**src/hdl/ccr_cfg.svh**
```systemverilog
/*
 * Constants for the comparator configuration register bank: register
 * addresses, field positions, write masks and reset values.
 * Assumes an 8-bit special-function-register bus with 8-bit addresses.
 */
`ifndef CCR_CFG_SVH
`define CCR_CFG_SVH

// Register addresses on the special-function-register bus
`define CCR_MODE_ADDR       8'h9C
`define CCR_MUX1_ADDR       8'h9E
`define CCR_MUX0_ADDR       8'h9F

// Mode register fields
`define CCR_MODE_RIE_BIT    5
`define CCR_MODE_FIE_BIT    4
`define CCR_MODE_MD_LSB     0
`define CCR_MODE_MD_MSB     1
`define CCR_MODE_WMASK      8'h33
`define CCR_MODE_RESET      8'h02

// Mux register fields
`define CCR_MUX_POS_LSB     0
`define CCR_MUX_POS_MSB     2
`define CCR_MUX_NEG_LSB     4
`define CCR_MUX_NEG_MSB     6
`define CCR_MUX_WMASK       8'h77
`define CCR_MUX_RESET       8'h00

// Highest selection code that maps to a pin; higher codes are reserved
`define CCR_SEL_MAX         3'h4
`define CCR_SEL_CODES       5

// Indices of the four comparator inputs in the decode tables
`define CCR_IN_CMP0_POS     0
`define CCR_IN_CMP0_NEG     1
`define CCR_IN_CMP1_POS     2
`define CCR_IN_CMP1_NEG     3
`define CCR_IN_COUNT        4

`endif

```
**src/hdl/ccr_pkg.sv**
```systemverilog
/*
 * Types shared by the comparator configuration register bank.
 * Assumes ccr_cfg.svh is on the include path.
 */
package ccr_pkg;

    // One access on the special-function-register bus
    typedef struct packed {
        logic [7:0] addr;
        logic       wr;
        logic       rd;
        logic [7:0] wdata;
    } ccr_sfr_req_t;

    // Port pin routed onto one comparator input
    typedef struct packed {
        logic       connect;
        logic [2:0] port;
        logic [2:0] bit_idx;
    } ccr_pin_sel_t;

    // Package variants with their own pin tables
    typedef enum logic {
        CCR_PKG_32PIN,
        CCR_PKG_48PIN
    } ccr_pkg_var_t;

endpackage

```
**src/hdl/ccr_pin_decode.sv**
```systemverilog
/*
 * Decodes a 3-bit comparator input selection into a port pin for one
 * comparator input and one package variant.
 * Assumes the selection and package variant are stable clock-domain levels;
 * the result is combinational and is registered by the caller.
 */
`timescale 1ns/1ps
`include "ccr_cfg.svh"

module ccr_pin_decode
    import ccr_pkg::*;
#(
    parameter int INPUT_IDX = 0
)
(
    input  wire logic [2:0]   sel_i,
    input  ccr_pkg_var_t      pkg_var_i,
    output ccr_pin_sel_t      pin_o
);

    function automatic ccr_pin_sel_t pn(input int p, input int b);
        pn = '{connect: 1'b1, port: p[2:0], bit_idx: b[2:0]};
    endfunction

    localparam ccr_pin_sel_t NC = '{connect: 1'b0, port: 3'h0, bit_idx: 3'h0};

    // Table index: input, package variant, selection code
    localparam ccr_pin_sel_t TBL [`CCR_IN_COUNT][2][`CCR_SEL_CODES] = '{
        '{ '{pn(1,0), pn(1,4), pn(2,0), pn(2,4), pn(0,0)},
           '{pn(2,0), pn(2,5), pn(3,4), pn(4,3), pn(0,3)} },
        '{ '{pn(1,1), pn(1,5), pn(2,1), pn(2,5), pn(0,1)},
           '{pn(2,1), pn(2,6), pn(3,5), pn(4,4), pn(0,4)} },
        '{ '{pn(1,2), pn(1,6), pn(2,2), NC,      pn(0,4)},
           '{pn(2,2), pn(3,0), pn(3,7), pn(4,5), pn(1,1)} },
        '{ '{pn(1,3), pn(1,7), pn(2,3), NC,      pn(0,5)},
           '{pn(2,3), pn(3,1), pn(4,0), pn(4,6), pn(1,2)} }
    };

    wire logic code_ok;

    assign code_ok = (sel_i <= `CCR_SEL_MAX);
    // Reserved codes leave the input floating from every pin
    assign pin_o = code_ok ? TBL[INPUT_IDX][pkg_var_i][sel_i] : NC;

endmodule

```
**src/hdl/ccr_regs.sv**
```systemverilog
/*
 * Comparator configuration register bank: Comparator1 mode selection,
 * Comparator1 edge flags and interrupt requests, and the input mux
 * selections of both comparators with their pin decode.
 * Assumes a single-cycle SFR bus in the clk_sys_i domain, an asynchronous
 * analog comparator output, and flag clear strobes from the Comparator1
 * control register on the same clock.
 */
`timescale 1ns/1ps
`include "ccr_cfg.svh"

// Functional notes
// - Mode bits 7:6, 3:2 read zero
// - Mode bit 5 gates rising-edge interrupt
// - Mode bit 4 gates falling-edge interrupt
// - Mode bits 1:0 drive comparator speed
// - Mux registers steer pins to comparators
// - Mux bits 2:0 pick positive input
// - Mux bits 6:4 pick negative input
// - Comparator0 negative codes 101-111 reserved
// - Mux bits 7 and 3 read zero
// - Rising edge sets sticky flag until cleared
module ccr_regs
    import ccr_pkg::*;
(
    input  wire logic          clk_sys_i,
    input  wire logic          sys_rst_i,
    input  ccr_sfr_req_t       sfr_req_i,
    output logic [7:0]         sfr_rdata_o,
    output logic               sfr_rvalid_o,
    input  wire logic          pkg_48pin_i,
    input  wire logic          cmp1_out_i,
    input  wire logic          cmp1_rise_flag_clr_i,
    input  wire logic          cmp1_fall_flag_clr_i,
    output logic               cmp1_rise_flag_o,
    output logic               cmp1_fall_flag_o,
    output logic               cmp1_rise_irq_o,
    output logic               cmp1_fall_irq_o,
    output logic [1:0]         cmp1_speed_power_mode_o,
    output ccr_pin_sel_t       cmp0_pos_pin_o,
    output ccr_pin_sel_t       cmp0_neg_pin_o,
    output ccr_pin_sel_t       cmp1_pos_pin_o,
    output ccr_pin_sel_t       cmp1_neg_pin_o
);

    logic [7:0]          mode_q;
    logic [7:0]          mode_d;
    logic [7:0]          mux0_q;
    logic [7:0]          mux0_d;
    logic [7:0]          mux1_q;
    logic [7:0]          mux1_d;
    logic [7:0]          rdata_q;
    logic [7:0]          rdata_d;
    logic                rvalid_q;
    logic                strap_sync1_q;
    logic                strap_sync2_q;
    logic                strap_done_q;
    ccr_pkg_var_t        pkg_var_q;
    logic                cmp_sync1_q;
    logic                cmp_sync2_q;
    logic                cmp_prev_q;
    logic                rise_flag_q;
    logic                rise_flag_d;
    logic                fall_flag_q;
    logic                fall_flag_d;
    logic                rise_irq_q;
    logic                fall_irq_q;
    ccr_pin_sel_t        pin_q [`CCR_IN_COUNT];
    ccr_pin_sel_t        pin_dec [`CCR_IN_COUNT];
    wire logic [2:0]     sel_code [`CCR_IN_COUNT];

    wire logic           hit_mode;
    wire logic           hit_mux0;
    wire logic           hit_mux1;
    wire logic           rise_evt;
    wire logic           fall_evt;

    // Address decode
    assign hit_mode = (sfr_req_i.addr == `CCR_MODE_ADDR);
    assign hit_mux1 = (sfr_req_i.addr == `CCR_MUX1_ADDR);
    assign hit_mux0 = (sfr_req_i.addr == `CCR_MUX0_ADDR);

    // Unimplemented bits are masked off on write so they always read zero
    assign mode_d = (sfr_req_i.wr && hit_mode)
                  ? (sfr_req_i.wdata & `CCR_MODE_WMASK) : mode_q;
    assign mux0_d = (sfr_req_i.wr && hit_mux0)
                  ? (sfr_req_i.wdata & `CCR_MUX_WMASK) : mux0_q;
    assign mux1_d = (sfr_req_i.wr && hit_mux1)
                  ? (sfr_req_i.wdata & `CCR_MUX_WMASK) : mux1_q;

    // Unmapped addresses read as zero
    assign rdata_d = !sfr_req_i.rd ? rdata_q
                   : hit_mode      ? mode_q
                   : hit_mux0      ? mux0_q
                   : hit_mux1      ? mux1_q
                   : 8'h00;

    always_ff @(posedge clk_sys_i)
    begin
        if (sys_rst_i)
        begin
            mode_q   <= `CCR_MODE_RESET;
            mux0_q   <= `CCR_MUX_RESET;
            mux1_q   <= `CCR_MUX_RESET;
            rdata_q  <= 8'h00;
            rvalid_q <= 1'b0;
        end
        else
        begin
            mode_q   <= mode_d;
            mux0_q   <= mux0_d;
            mux1_q   <= mux1_d;
            rdata_q  <= rdata_d;
            rvalid_q <= sfr_req_i.rd;
        end
    end

    // Strap pin is synchronised without reset so it has settled by release
    always_ff @(posedge clk_sys_i)
    begin
        strap_sync1_q <= pkg_48pin_i;
        strap_sync2_q <= strap_sync1_q;
    end

    // Package strap is sampled once, on the first edge after reset release;
    // the reset branch only loads constants.
    always_ff @(posedge clk_sys_i)
    begin
        if (sys_rst_i)
        begin
            strap_done_q <= 1'b0;
            pkg_var_q    <= CCR_PKG_32PIN;
        end
        else if (!strap_done_q)
        begin
            strap_done_q <= 1'b1;
            pkg_var_q    <= strap_sync2_q ? CCR_PKG_48PIN : CCR_PKG_32PIN;
        end
    end

    // Comparator output is asynchronous: two flops before any edge logic.
    // No reset here: the chain tracks the pin through reset, so a comparator
    // that is already high at release does not fake a rising edge.
    always_ff @(posedge clk_sys_i)
    begin
        cmp_sync1_q <= cmp1_out_i;
        cmp_sync2_q <= cmp_sync1_q;
        cmp_prev_q  <= cmp_sync2_q;
    end

    assign rise_evt = cmp_sync2_q & ~cmp_prev_q;
    assign fall_evt = ~cmp_sync2_q & cmp_prev_q;

    // A new edge in the clearing cycle wins, so no event is lost
    assign rise_flag_d = rise_evt | (rise_flag_q & ~cmp1_rise_flag_clr_i);
    assign fall_flag_d = fall_evt | (fall_flag_q & ~cmp1_fall_flag_clr_i);

    always_ff @(posedge clk_sys_i)
    begin
        if (sys_rst_i)
        begin
            rise_flag_q <= 1'b0;
            fall_flag_q <= 1'b0;
            rise_irq_q  <= 1'b0;
            fall_irq_q  <= 1'b0;
        end
        else
        begin
            rise_flag_q <= rise_flag_d;
            fall_flag_q <= fall_flag_d;
            // Level request follows the flag while enabled
            rise_irq_q  <= rise_flag_d & mode_d[`CCR_MODE_RIE_BIT];
            fall_irq_q  <= fall_flag_d & mode_d[`CCR_MODE_FIE_BIT];
        end
    end

    // Selection fields of both mux registers
    assign sel_code[`CCR_IN_CMP0_POS] = mux0_q[`CCR_MUX_POS_MSB:`CCR_MUX_POS_LSB];
    assign sel_code[`CCR_IN_CMP0_NEG] = mux0_q[`CCR_MUX_NEG_MSB:`CCR_MUX_NEG_LSB];
    assign sel_code[`CCR_IN_CMP1_POS] = mux1_q[`CCR_MUX_POS_MSB:`CCR_MUX_POS_LSB];
    assign sel_code[`CCR_IN_CMP1_NEG] = mux1_q[`CCR_MUX_NEG_MSB:`CCR_MUX_NEG_LSB];

    // Each decoder maps reserved codes to no pin
    for (genvar gi = 0; gi < `CCR_IN_COUNT; gi++)
    begin : g_dec
        ccr_pin_decode #(
            .INPUT_IDX (gi)
        ) u_dec (
            .sel_i     (sel_code[gi]),
            .pkg_var_i (pkg_var_q),
            .pin_o     (pin_dec[gi])
        );
    end

    // Pin routing is registered so the analog switches see glitch-free levels;
    // the cost is one cycle of latency after a mux write.
    always_ff @(posedge clk_sys_i)
    begin
        if (sys_rst_i)
        begin
            for (int i = 0; i < `CCR_IN_COUNT; i++)
            begin
                pin_q[i] <= '0;
            end
        end
        else
        begin
            for (int i = 0; i < `CCR_IN_COUNT; i++)
            begin
                pin_q[i] <= pin_dec[i];
            end
        end
    end

    // Chosen pins must be analog and skipped by the crossbar; not enforced here
    assign sfr_rdata_o             = rdata_q;
    assign sfr_rvalid_o            = rvalid_q;
    assign cmp1_rise_flag_o        = rise_flag_q;
    assign cmp1_fall_flag_o        = fall_flag_q;
    assign cmp1_rise_irq_o         = rise_irq_q;
    assign cmp1_fall_irq_o         = fall_irq_q;
    assign cmp1_speed_power_mode_o = mode_q[`CCR_MODE_MD_MSB:`CCR_MODE_MD_LSB];
    assign cmp0_pos_pin_o          = pin_q[`CCR_IN_CMP0_POS];
    assign cmp0_neg_pin_o          = pin_q[`CCR_IN_CMP0_NEG];
    assign cmp1_pos_pin_o          = pin_q[`CCR_IN_CMP1_POS];
    assign cmp1_neg_pin_o          = pin_q[`CCR_IN_CMP1_NEG];

endmodule

```
**config.mk**
```make
export PLATFORM = sky130hd
export DESIGN_NAME = ccr_regs
export DESIGN_NICKNAME = d
export VERILOG_FILES = /design/src/hdl/ccr_pkg.sv /design/src/hdl/ccr_pin_decode.sv /design/src/hdl/ccr_regs.sv
export VERILOG_INCLUDE_DIRS = /design/src /design/src/hdl
export SDC_FILE = /design/constraint.sdc
export NUM_CORES = 1
export LEC_CHECK = 0
export ABC_AREA = 1
export BUFFER_PORTS_ARGS = -buffer_cell sky130_fd_sc_hd__buf_2
export CORE_MARGIN = 2
export CORE_UTILIZATION = 35
export CTS_CLUSTER_SIZE = 16
export DETAILED_ROUTE_END_ITERATION = 10
export SLEW_MARGIN = 0
export SYNTH_ARGS = -nofsm -noshare
export SYNTH_HDL_FRONTEND = slang
export SYNTH_SLANG_ARGS = --single-unit
```
**constraint.sdc**
```tcl
create_clock -name clk_sys_i -period 2.9 [get_ports clk_sys_i]
set_clock_uncertainty 0.2 [all_clocks]
set_input_delay 0 -clock clk_sys_i [delete_from_list [all_inputs] [get_ports clk_sys_i]]
set_output_delay 0 -clock clk_sys_i [all_outputs]
set_load 0.005 [all_outputs]
```
==> results of run 1 <==
-- cell families after synthesis --
logic type | Yosys count
simple gates | 112
flops | 62
compound gates | 61
buf+inv | 58
fa+ha+maj | 10
other cells | 1
-- state kept, by name, summed over array words and instances, names as in the netlist --
signal	cells
sfr_rdata_o	6
strap_done_q	1
strap_sync1_q	1
mode_q	4
cmp1_fall_irq_o	1
cmp1_rise_flag_o	1
cmp1_rise_irq_o	1
cmp_sync2_q	1
pkg_var_q	1
cmp_prev_q	1
cmp_sync1_q	1
mux0_q	6
sfr_rvalid_o	1
cmp1_fall_flag_o	1
strap_sync2_q	1
mux1_q	6
pin_q	28
-- cell usage after synthesis (all sizes together) --
library cell	number	share of area [%]
dfxtp	62	48
nor3	7	1.6
nor2	30	6.2
or2	1	0.24
nand2	42	6.8
ha	10	4.9
o211ai	2	0.58
nand3	30	7.5
nor4	1	0.24
a21oi	29	6.5
buf	12	3.9
o21a	1	0.29
a211oi	1	0.29
o21ai	26	5.1
nand4	1	0.24
inv	46	6.7
conb	1	0.15
o22ai	2	0.49
-- tightest hold or removal path: stages --
cell     delay [ps]
buf_2           110
nand2_1         100
nor2_4           70
nand3_2          60
o21ai_1          70
nand2_1          70
a21oi_2          50
-- repair_timing --
action / CTS / global route
hold buffers: 23 / 0
setup endpoints to repair: 0 / 0
resized for setup: 0 / 0
hold endpoints to repair: 33 / 0
-- power by group through the flow --
| stage | sequential (W) | combinational, W | clock (W) |
|---|---|---|---|
| 2_1_floorplan | 0.000902 | 0.0000656 | 0 |
| 3_3_place_gp | 0.000898 | 0.000113 | 0 |
| 3_5_place_dp | 0.000899 | 0.000114 | 0 |
| 4_1_cts | 0.000879 | 0.000132 | 0.000781 |
| 5_1_grt | 0.000881 | 0.000149 | 0.000823 |
| 6_report | 0.000879 | 0.000131 | 0.000764 |
-- stage by stage --
step	power, W	hold WS [ps]	util (%)
3_5_place_dp	0.001012	-96.41	40.73
3_3_place_gp	0.001011	-96.00	40.73
2_1_floorplan	0.0009679	-172.3	-
4_1_cts	0.001793	24.39	46.73
5_1_grt	0.001853	84.01	46.73
6_report	0.001775	41.47	46.73
-- metal layers --
| layer | routed length [um] | GRT usage [%] | vias to the layer above | share of wire [%] |
|---|---|---|---|---|
| met5 | 0 | 0 | - | 0 |
| met4 | 110 | 8.684 | 0 | 2.0 |
| met3 | 315 | 3.748 | 11 | 5.8 |
| met2 | 2629 | 23.20 | 61 | 48 |
| met1 | 2414 | 18.30 | 981 | 44 |
| li1 | - | - | 1152 | - |
-- layout make-up --
class	instances	area (um2)
fillers	735	3822
flip-flops and latches	62	1241
multi-input cells	185	1060
repair buffers	87	555.5
inverters	46	172.7
clock buffers	12	155.1
well taps	99	123.9
clock inverters	4	45.04
-- placed cells by master, fill, tap and decap left out, types with 6 or more instances in the layout --
master | synthesis | layout
dfxtp_1 | 62 | 62
buf_2 | 4 | 62
inv_1 | 44 | 44
nand2_1 | 39 | 39
nor2_1 | 26 | 26
a21oi_1 | 23 | 23
nand3_1 | 23 | 23
dlygate4sd3_1 | 0 | 23
o21ai_1 | 14 | 14
o21ai_0 | 12 | 12
clkbuf_8 | 0 | 11
ha_1 | 10 | 10
nor3_1 | 6 | 6
nand3_2 | 6 | 6
a21oi_2 | 6 | 6
-- worst paths after layout --
check	from	to	cells past startpoint
max	sfr_req_i[15]	mux1_q[2]$_SDFFE_PP0P_	10
min	sfr_req_i[11]	sfr_rdata_o[2]$_SDFFE_PP0P_	7
max reg2reg	mux1_q[2]$_SDFFE_PP0P_	mux1_q[2]$_SDFFE_PP0P_	3
min reg2reg	cmp_sync1_q$_DFF_P_	cmp_sync2_q$_DFF_P_	0
==> flow_summary.ini, run 1 <==
[cts]
cts.path.max_buffers = 2
postCtsSetupRepairBufs = 0
clock-root-buffer = clkbuf_8
cts_buffers = 9
cts_sinks = 62
clock_latency_ps = 340
cts_tree = yes
path_clk_slew_ps = 70
htree_levels = 3

[route]
drtPass1Iterations = 4
via_per_inst = 4.455
drtIter0Drc = 131
dr_total_vias = 2205
wirelength_um = 5470
drc = 0
avgRoutedWirePerCell_um = 11.05
ant_nets = 0

[global_route]
grt_pass1_wl_um = 8921
grt_pass1_vias = 1928
track_usage_pct = 14.78
grt.overflow.total = 0
grt_max_degree = 24
antenna_found_initial = 0

[sta]
setup_ws_ps = 206.3
fmax_mhz = 371.2
grt_setup_unrepaired = false
fin_tns_setup_ps = 0
max_slew_margin_pct = 56.00
finalHoldViolations = 0
period_share_pct = 92.89
worstMarginPinSlew_ps = 659.2
setup_viol_count_final = 0
post-route-min-period_ps = 2694
slew_violations = 0

[logic_synthesis]
synthAdderAreaFrac_pct = 4.869
synthMuxAreaShare_pct = 0
synth_top_family_by_area = simple AND/OR/NAND/NOR gates
synth_warnings = 0
synth_compound_area_share_pct = 13.24
postSynthCellCount = 304
avgSynthCellArea_um2 = 8.454
synth.distinct_cells = 31
ys_seq_area_share_pct = 48.30
synthSimpleGateAreaFrac_pct = 22.83
ys_seq_elements = 62
syn_area_um2 = 2570
synthXorXnorAreaFrac_pct = 0

[layout]
drive_above_1_share_pct = 25.76
area_growth_pct = 30.48
finalNonFillerCells = 495
final_area_um2 = 3353
nNetsFinal = 425
antenna_cells = 0

[pwr]
power_frac_clock_pct = 43.1
pwr-share-comb_pct = 7.4
power_frac_seq_pct = 49.5
power-per-cell-area_nw_per_um2 = 529.2
p_leak_nw = 1.607
cellInternalPower_w = 0.001370
ir_drop_v = 0.0001828
p_sw_share_pct = 22.78
p_switching_w = 0.0004043

[worst_setup_path]
r2r_slack_ps = 1340
worst-setup-path-type = input port to flip-flop
end_kind = flip-flop
cp_top_family = buffers and inverters
arrival_ps = 2720
cp-start-kind = input port
path_cells = dlygate4sd3_1 > buf_2 > inv_1 > nand2_4 > nor2_8 > nand3_2 > o21ai_1 > dlygate4sd3_1 > a21oi_1 > dlygate4sd3_1
crit_path_top_delay_cell = dlygate4sd3_1
slowest_delay_ps = 570
cp.required_ps = 2930
crit_buf_inv = 5
crit_path_max_fanout = 19
path_common_cell = dlygate4sd3_1

[placed_design]
dpl-instance-area_um2 = 2923
dp.final_hpwl_um = 3873
port-buffer-count = 62
pre_cts_ws_ps = 1363
placed_cells = 456
place.gp.congestion = 0.7843

[die]
start_util_pct = 35.82
ioPinCount = 67
dieArea_um2 = 8044
die_x_um = 89.69
core-area_um2 = 7176
row_count = 31
dieHeight_um = 89.69

[min_path]
hp-class = input port to flip-flop

[job]
maxCapViolations = 0

[status]
outcome = completed
No activity file was read; power rests on OpenSTA's default activity.
==> inputs of run 2 (changes only) <==
- CELL_PAD_IN_SITES_DETAIL_PLACEMENT: default -> 1
- CELL_PAD_IN_SITES_GLOBAL_PLACEMENT: default -> 1
- PLACE_DENSITY_LB_ADDON: default -> 0.1
==> flow_summary.ini, run 2 (synthesis gave the netlist of run 1 again) <==
[status]
outcome = completed

[global_route]
antenna_found_initial = 0
grt_max_degree = 24
track_usage_pct = 16.58
grt.overflow.total = 0
grt_pass1_vias = 2209
grt_pass1_wl_um = 10070

[die]
core-area_um2 = 7176
die_x_um = 89.69
ioPinCount = 67
row_count = 31
dieHeight_um = 89.69
start_util_pct = 35.82
dieArea_um2 = 8044

[route]
drtIter0Drc = 37
wirelength_um = 6049
drc = 0
via_per_inst = 4.558
avgRoutedWirePerCell_um = 12.32
ant_nets = 0
drtPass1Iterations = 4
dr_total_vias = 2238

[worst_setup_path]
arrival_ps = 2760
worst-setup-path-type = input port to flip-flop
end_kind = flip-flop
worstSetupStartpoint = sfr_req_i[16]
cp-start-kind = input port
r2r_start = mux1_q[4]$_SDFFE_PP0P_
r2r_slack_ps = 1340
crit_path_max_fanout = 19
cp.required_ps = 2920

[sta]
fmax_mhz = 366.0
finalHoldViolations = 0
worstMarginPinSlew_ps = 704.7
fin_tns_setup_ps = 0
period_share_pct = 94.22
slew_violations = 0
grt_setup_unrepaired = false
post-route-min-period_ps = 2732
max_slew_margin_pct = 52.97
setup_viol_count_final = 0

[pwr]
p_sw_share_pct = 23.89
cellInternalPower_w = 0.001320
p_leak_nw = 1.583
power_frac_clock_pct = 41.6
p_switching_w = 0.0004144
ir_drop_v = 0.0002678
pwr-share-comb_pct = 7.7
power-per-cell-area_nw_per_um2 = 525.4
power_frac_seq_pct = 50.7

[placed_design]
placed_cells = 456
place.gp.congestion = 0.7495
port-buffer-count = 62
dp.final_hpwl_um = 4386

[layout]
drive_above_1_share_pct = 25.77
antenna_cells = 0
area_growth_pct = 28.48
nNetsFinal = 421
fillCellCount = 888
largest_register_ffs = 28
largest-register = pin_q
finalNonFillerCells = 491
layout_common_cells = dfxtp_1, buf_2, inv_1

[cts]
cts_tree = yes
cts_buffers = 9
clock_latency_ps = 340
clock-root-buffer = clkbuf_8
cts_sinks = 62
path_clk_slew_ps = 70
postCtsSetupRepairBufs = 0
cts.path.max_buffers = 2
htree_levels = 3

[job]
maxCapViolations = 0

[min_path]
hp-start = sfr_req_i[10]
hp-class = input port to flip-flop
run 2: cell type report:
type / count / area [um2] / area share [%]
Clock buffer: 11 / 131.4 / 3.979
Clock inverter: 5 / 50.05 / 1.516
Inverter: 46 / 172.7 / 5.229
Multi-Input combinational cell: 185 / 1067 / 32.32
Sequential cell: 62 / 1241 / 37.59
Tap cell: 99 / 123.9 / 3.751
Timing Repair Buffer: 83 / 515.5 / 15.61
run 2: metrics by stage:
step,setup slack [ps],hold slack (ps),utilization [%],power (W),area [um2]
2_1_floorplan,1285,-172.3,-,0.0009679,2574
3_3_place_gp,1361,-96.43,40.73,0.001014,2923
3_5_place_dp,1333,-95.93,40.73,0.001017,2923
4_1_cts,198.9,31.74,45.91,0.001756,3294
5_1_grt,31.27,58.20,46.02,0.001819,3302
6_report,167.5,17.66,46.02,0.001735,3302
run 2: final timing paths:
path | end | cells past startpoint
setup reg to reg | pin_q[3][0]$_SDFF_PP0_ | 5
setup / recovery | cmp1_fall_irq_o$_SDFF_PP0_ | 11
hold reg to reg | cmp_sync2_q$_DFF_P_ | 0
hold / removal | mux0_q[0]$_SDFFE_PP0P_ | 5
run 2: power by group through the flow:
| stage | registers, W | clock network, W | logic [W] |
|---|---|---|---|
| after floorplan | 0.000902 | 0 | 0.0000656 |
| after global placement | 0.000898 | 0 | 0.000116 |
| after detailed placement | 0.000899 | 0 | 0.000118 |
| after CTS | 0.000880 | 0.000742 | 0.000134 |
| after global routing | 0.000882 | 0.000787 | 0.000150 |
| final | 0.000880 | 0.000722 | 0.000133 |
run 2: layer usage:
layer | vias up | part of all wire [%] | global-route usage (%)
li1 | 1142 | - | -
met1 | 1031 | 46 | 20.73
met2 | 48 | 47 | 26.47
met3 | 17 | 3.7 | 3.839
met4 | 0 | 2.6 | 8.820
met5 | - | 0 | 0
run 2: worst max-delay path, stage by stage:
cell           delay, ps
dlygate4sd3_1        530
buf_2                120
inv_2                 60
nand2_4               40
dlygate4sd3_1        620
nor2_8               290
nand3_4              160
or2_1                260
nand3_2               80
nor2_1                50
dlygate4sd3_1        540
run 2: repair_timing:
action                     4_1_cts  5_1_grt
resized for setup                0        1
setup endpoints to repair        0        1
hold endpoints to repair        33        0
hold buffers                    19        0
==> inputs of run 3 (changes only) <==
- CTS_BUF_LIST: default -> sky130_fd_sc_hd__clkbuf_8
==> flow_summary.ini, run 3 (synthesis gave the netlist of run 1 again) <==
[cts]
postCtsSetupRepairBufs = 0
clock-root-buffer = clkbuf_8
cts.path.max_buffers = 2
htree_levels = 3
cts_sinks = 62
clock_latency_ps = 340
path_clk_slew_ps = 70
cts_tree = yes
cts_buffers = 9

[worst_setup_path]
r2r-end = pin_q[3][0]$_SDFF_PP0_
end_kind = flip-flop
cp-start-kind = input port
r2r_start = mux1_q[4]$_SDFFE_PP0P_
crit_path_max_fanout = 19
cp.required_ps = 2920
worst-setup-path-type = input port to flip-flop
arrival_ps = 2760
r2r_slack_ps = 1340
reg2reg_depth = 5

[sta]
slew_violations = 0
post-route-min-period_ps = 2733
setup_viol_count_final = 0
grt_setup_unrepaired = false
fmax_mhz = 366.0
setup_ws_ps = 167.4
finalHoldViolations = 0
fin_tns_setup_ps = 0
max_slew_margin_pct = 52.83
worstMarginPinSlew_ps = 706.8
period_share_pct = 94.23

[route]
dr_total_vias = 2240
drc = 0
ant_nets = 0
wl_met1_um = 2815
highest_layer = met4
dr_wl_met3_um = 226
drtPass1Iterations = 4
wirelength_um = 6058
avgRoutedWirePerCell_um = 12.34
route.met2.wl_um = 2857
drtIter0Drc = 38
via_per_inst = 4.562

[pwr]
finalPower_w = 0.001730
power-per-cell-area_nw_per_um2 = 523.9
ir_drop_v = 0.0002686
p_leak_nw = 1.592

[layout]
largest-register = pin_q
nNetsFinal = 421
final_util_pct = 46.02
largest_register_ffs = 28
antenna_cells = 0
drive_above_1_share_pct = 25.77
layout_common_cells = dfxtp_1, buf_2, inv_1
final_area_um2 = 3302
area_growth_pct = 28.48
fillCellCount = 888

[placed_design]
dp.final_hpwl_um = 4386
port-buffer-count = 62
place.gp.congestion = 0.7495
pre_cts_ws_ps = 1333
dpl-instance-area_um2 = 2923

[global_route]
grt_max_degree = 24
grt_pass1_wl_um = 10070
grt_pass1_vias = 2209
grt.overflow.total = 0
track_usage_pct = 16.58
antenna_found_initial = 0

[min_path]
holdPathStages = 5
hold_end = mux0_q[5]$_SDFFE_PP0P_
hp-start = sfr_req_i[10]
hp-class = input port to flip-flop

[die]
ioPinCount = 67
core-area_um2 = 7176
row_count = 31
dieArea_um2 = 8044
die_x_um = 89.69
dieHeight_um = 89.69
start_util_pct = 35.82

[job]
maxCapViolations = 0

[status]
outcome = completed
[run 3: changes by cell type in the layout (fill, tap and decap cells not counted)]
cell,before,now
inv_1,44,46
clkbuf_1,2,0
[run 3: worst max-delay path by stage]
stage | end | start | slack (ps) | cells past startpoint
4_1_cts | mux0_q[2]$_SDFFE_PP0P_ | sfr_req_i[16] | 200 | 10
2_1_floorplan | pin_q[3][0]$_SDFF_PP0_ | pkg_var_q$_SDFFE_PP0N_ | 1290 | 6
3_5_place_dp | pin_q[3][0]$_SDFF_PP0_ | mux1_q[4]$_SDFFE_PP0P_ | 1330 | 5
3_3_place_gp | pin_q[3][0]$_SDFF_PP0_ | mux1_q[4]$_SDFFE_PP0P_ | 1360 | 5
5_1_grt | cmp1_fall_irq_o$_SDFF_PP0_ | sfr_req_i[16] | 30 | 11
6_report | cmp1_fall_irq_o$_SDFF_PP0_ | sfr_req_i[16] | 170 | 11
[run 3: repair_timing]
item,4_1_cts,5_1_grt
gates resized for setup,0,1
hold endpoints to repair,33,0
hold buffers,19,0
endpoints found under the setup margin,0,1
[run 3: cell type report]
class | instances | area [um2] | area share (%)
Clock buffer | 9 | 123.9 | 3.751
Clock inverter | 7 | 57.56 | 1.743
Inverter | 46 | 172.7 | 5.229
Multi-Input combinational cell | 185 | 1067 | 32.32
Sequential cell | 62 | 1241 | 37.59
Tap cell | 99 | 123.9 | 3.751
Timing Repair Buffer | 83 | 515.5 | 15.61
[run 3: metal layers]
metal	track usage (%)	up-vias
li1	-	1142
met1	20.73	1033
met2	26.47	48
met3	3.839	17
met4	8.820	0
met5	0	-
[run 3: power breakdown]
group / switching, W / internal [W] / leakage, nW
combinational: 0.0000773 / 0.0000557 / 0.979
clock: 0.000333 / 0.000384 / 0.105
sequential: 0.00000626 / 0.000873 / 0.508
[run 3: worst max-delay path, cell delays in order]
cell and delay [ps]:
dlygate4sd3_1 530, buf_2 120, inv_2 60, nand2_4 40, dlygate4sd3_1 620, nor2_8 290, nand3_4 160, or2_1 260
nand3_2 80, nor2_1 50, dlygate4sd3_1 540
[run 3: through the flow]
stage / hold WS [ps] / cells
finish: 16.79 / 491
global route: 57.69 / 491
CTS: 31.42 / 491
detailed placement: -95.93 / 456
global placement: -96.43 / 456
floorplan: -172.3 / 305
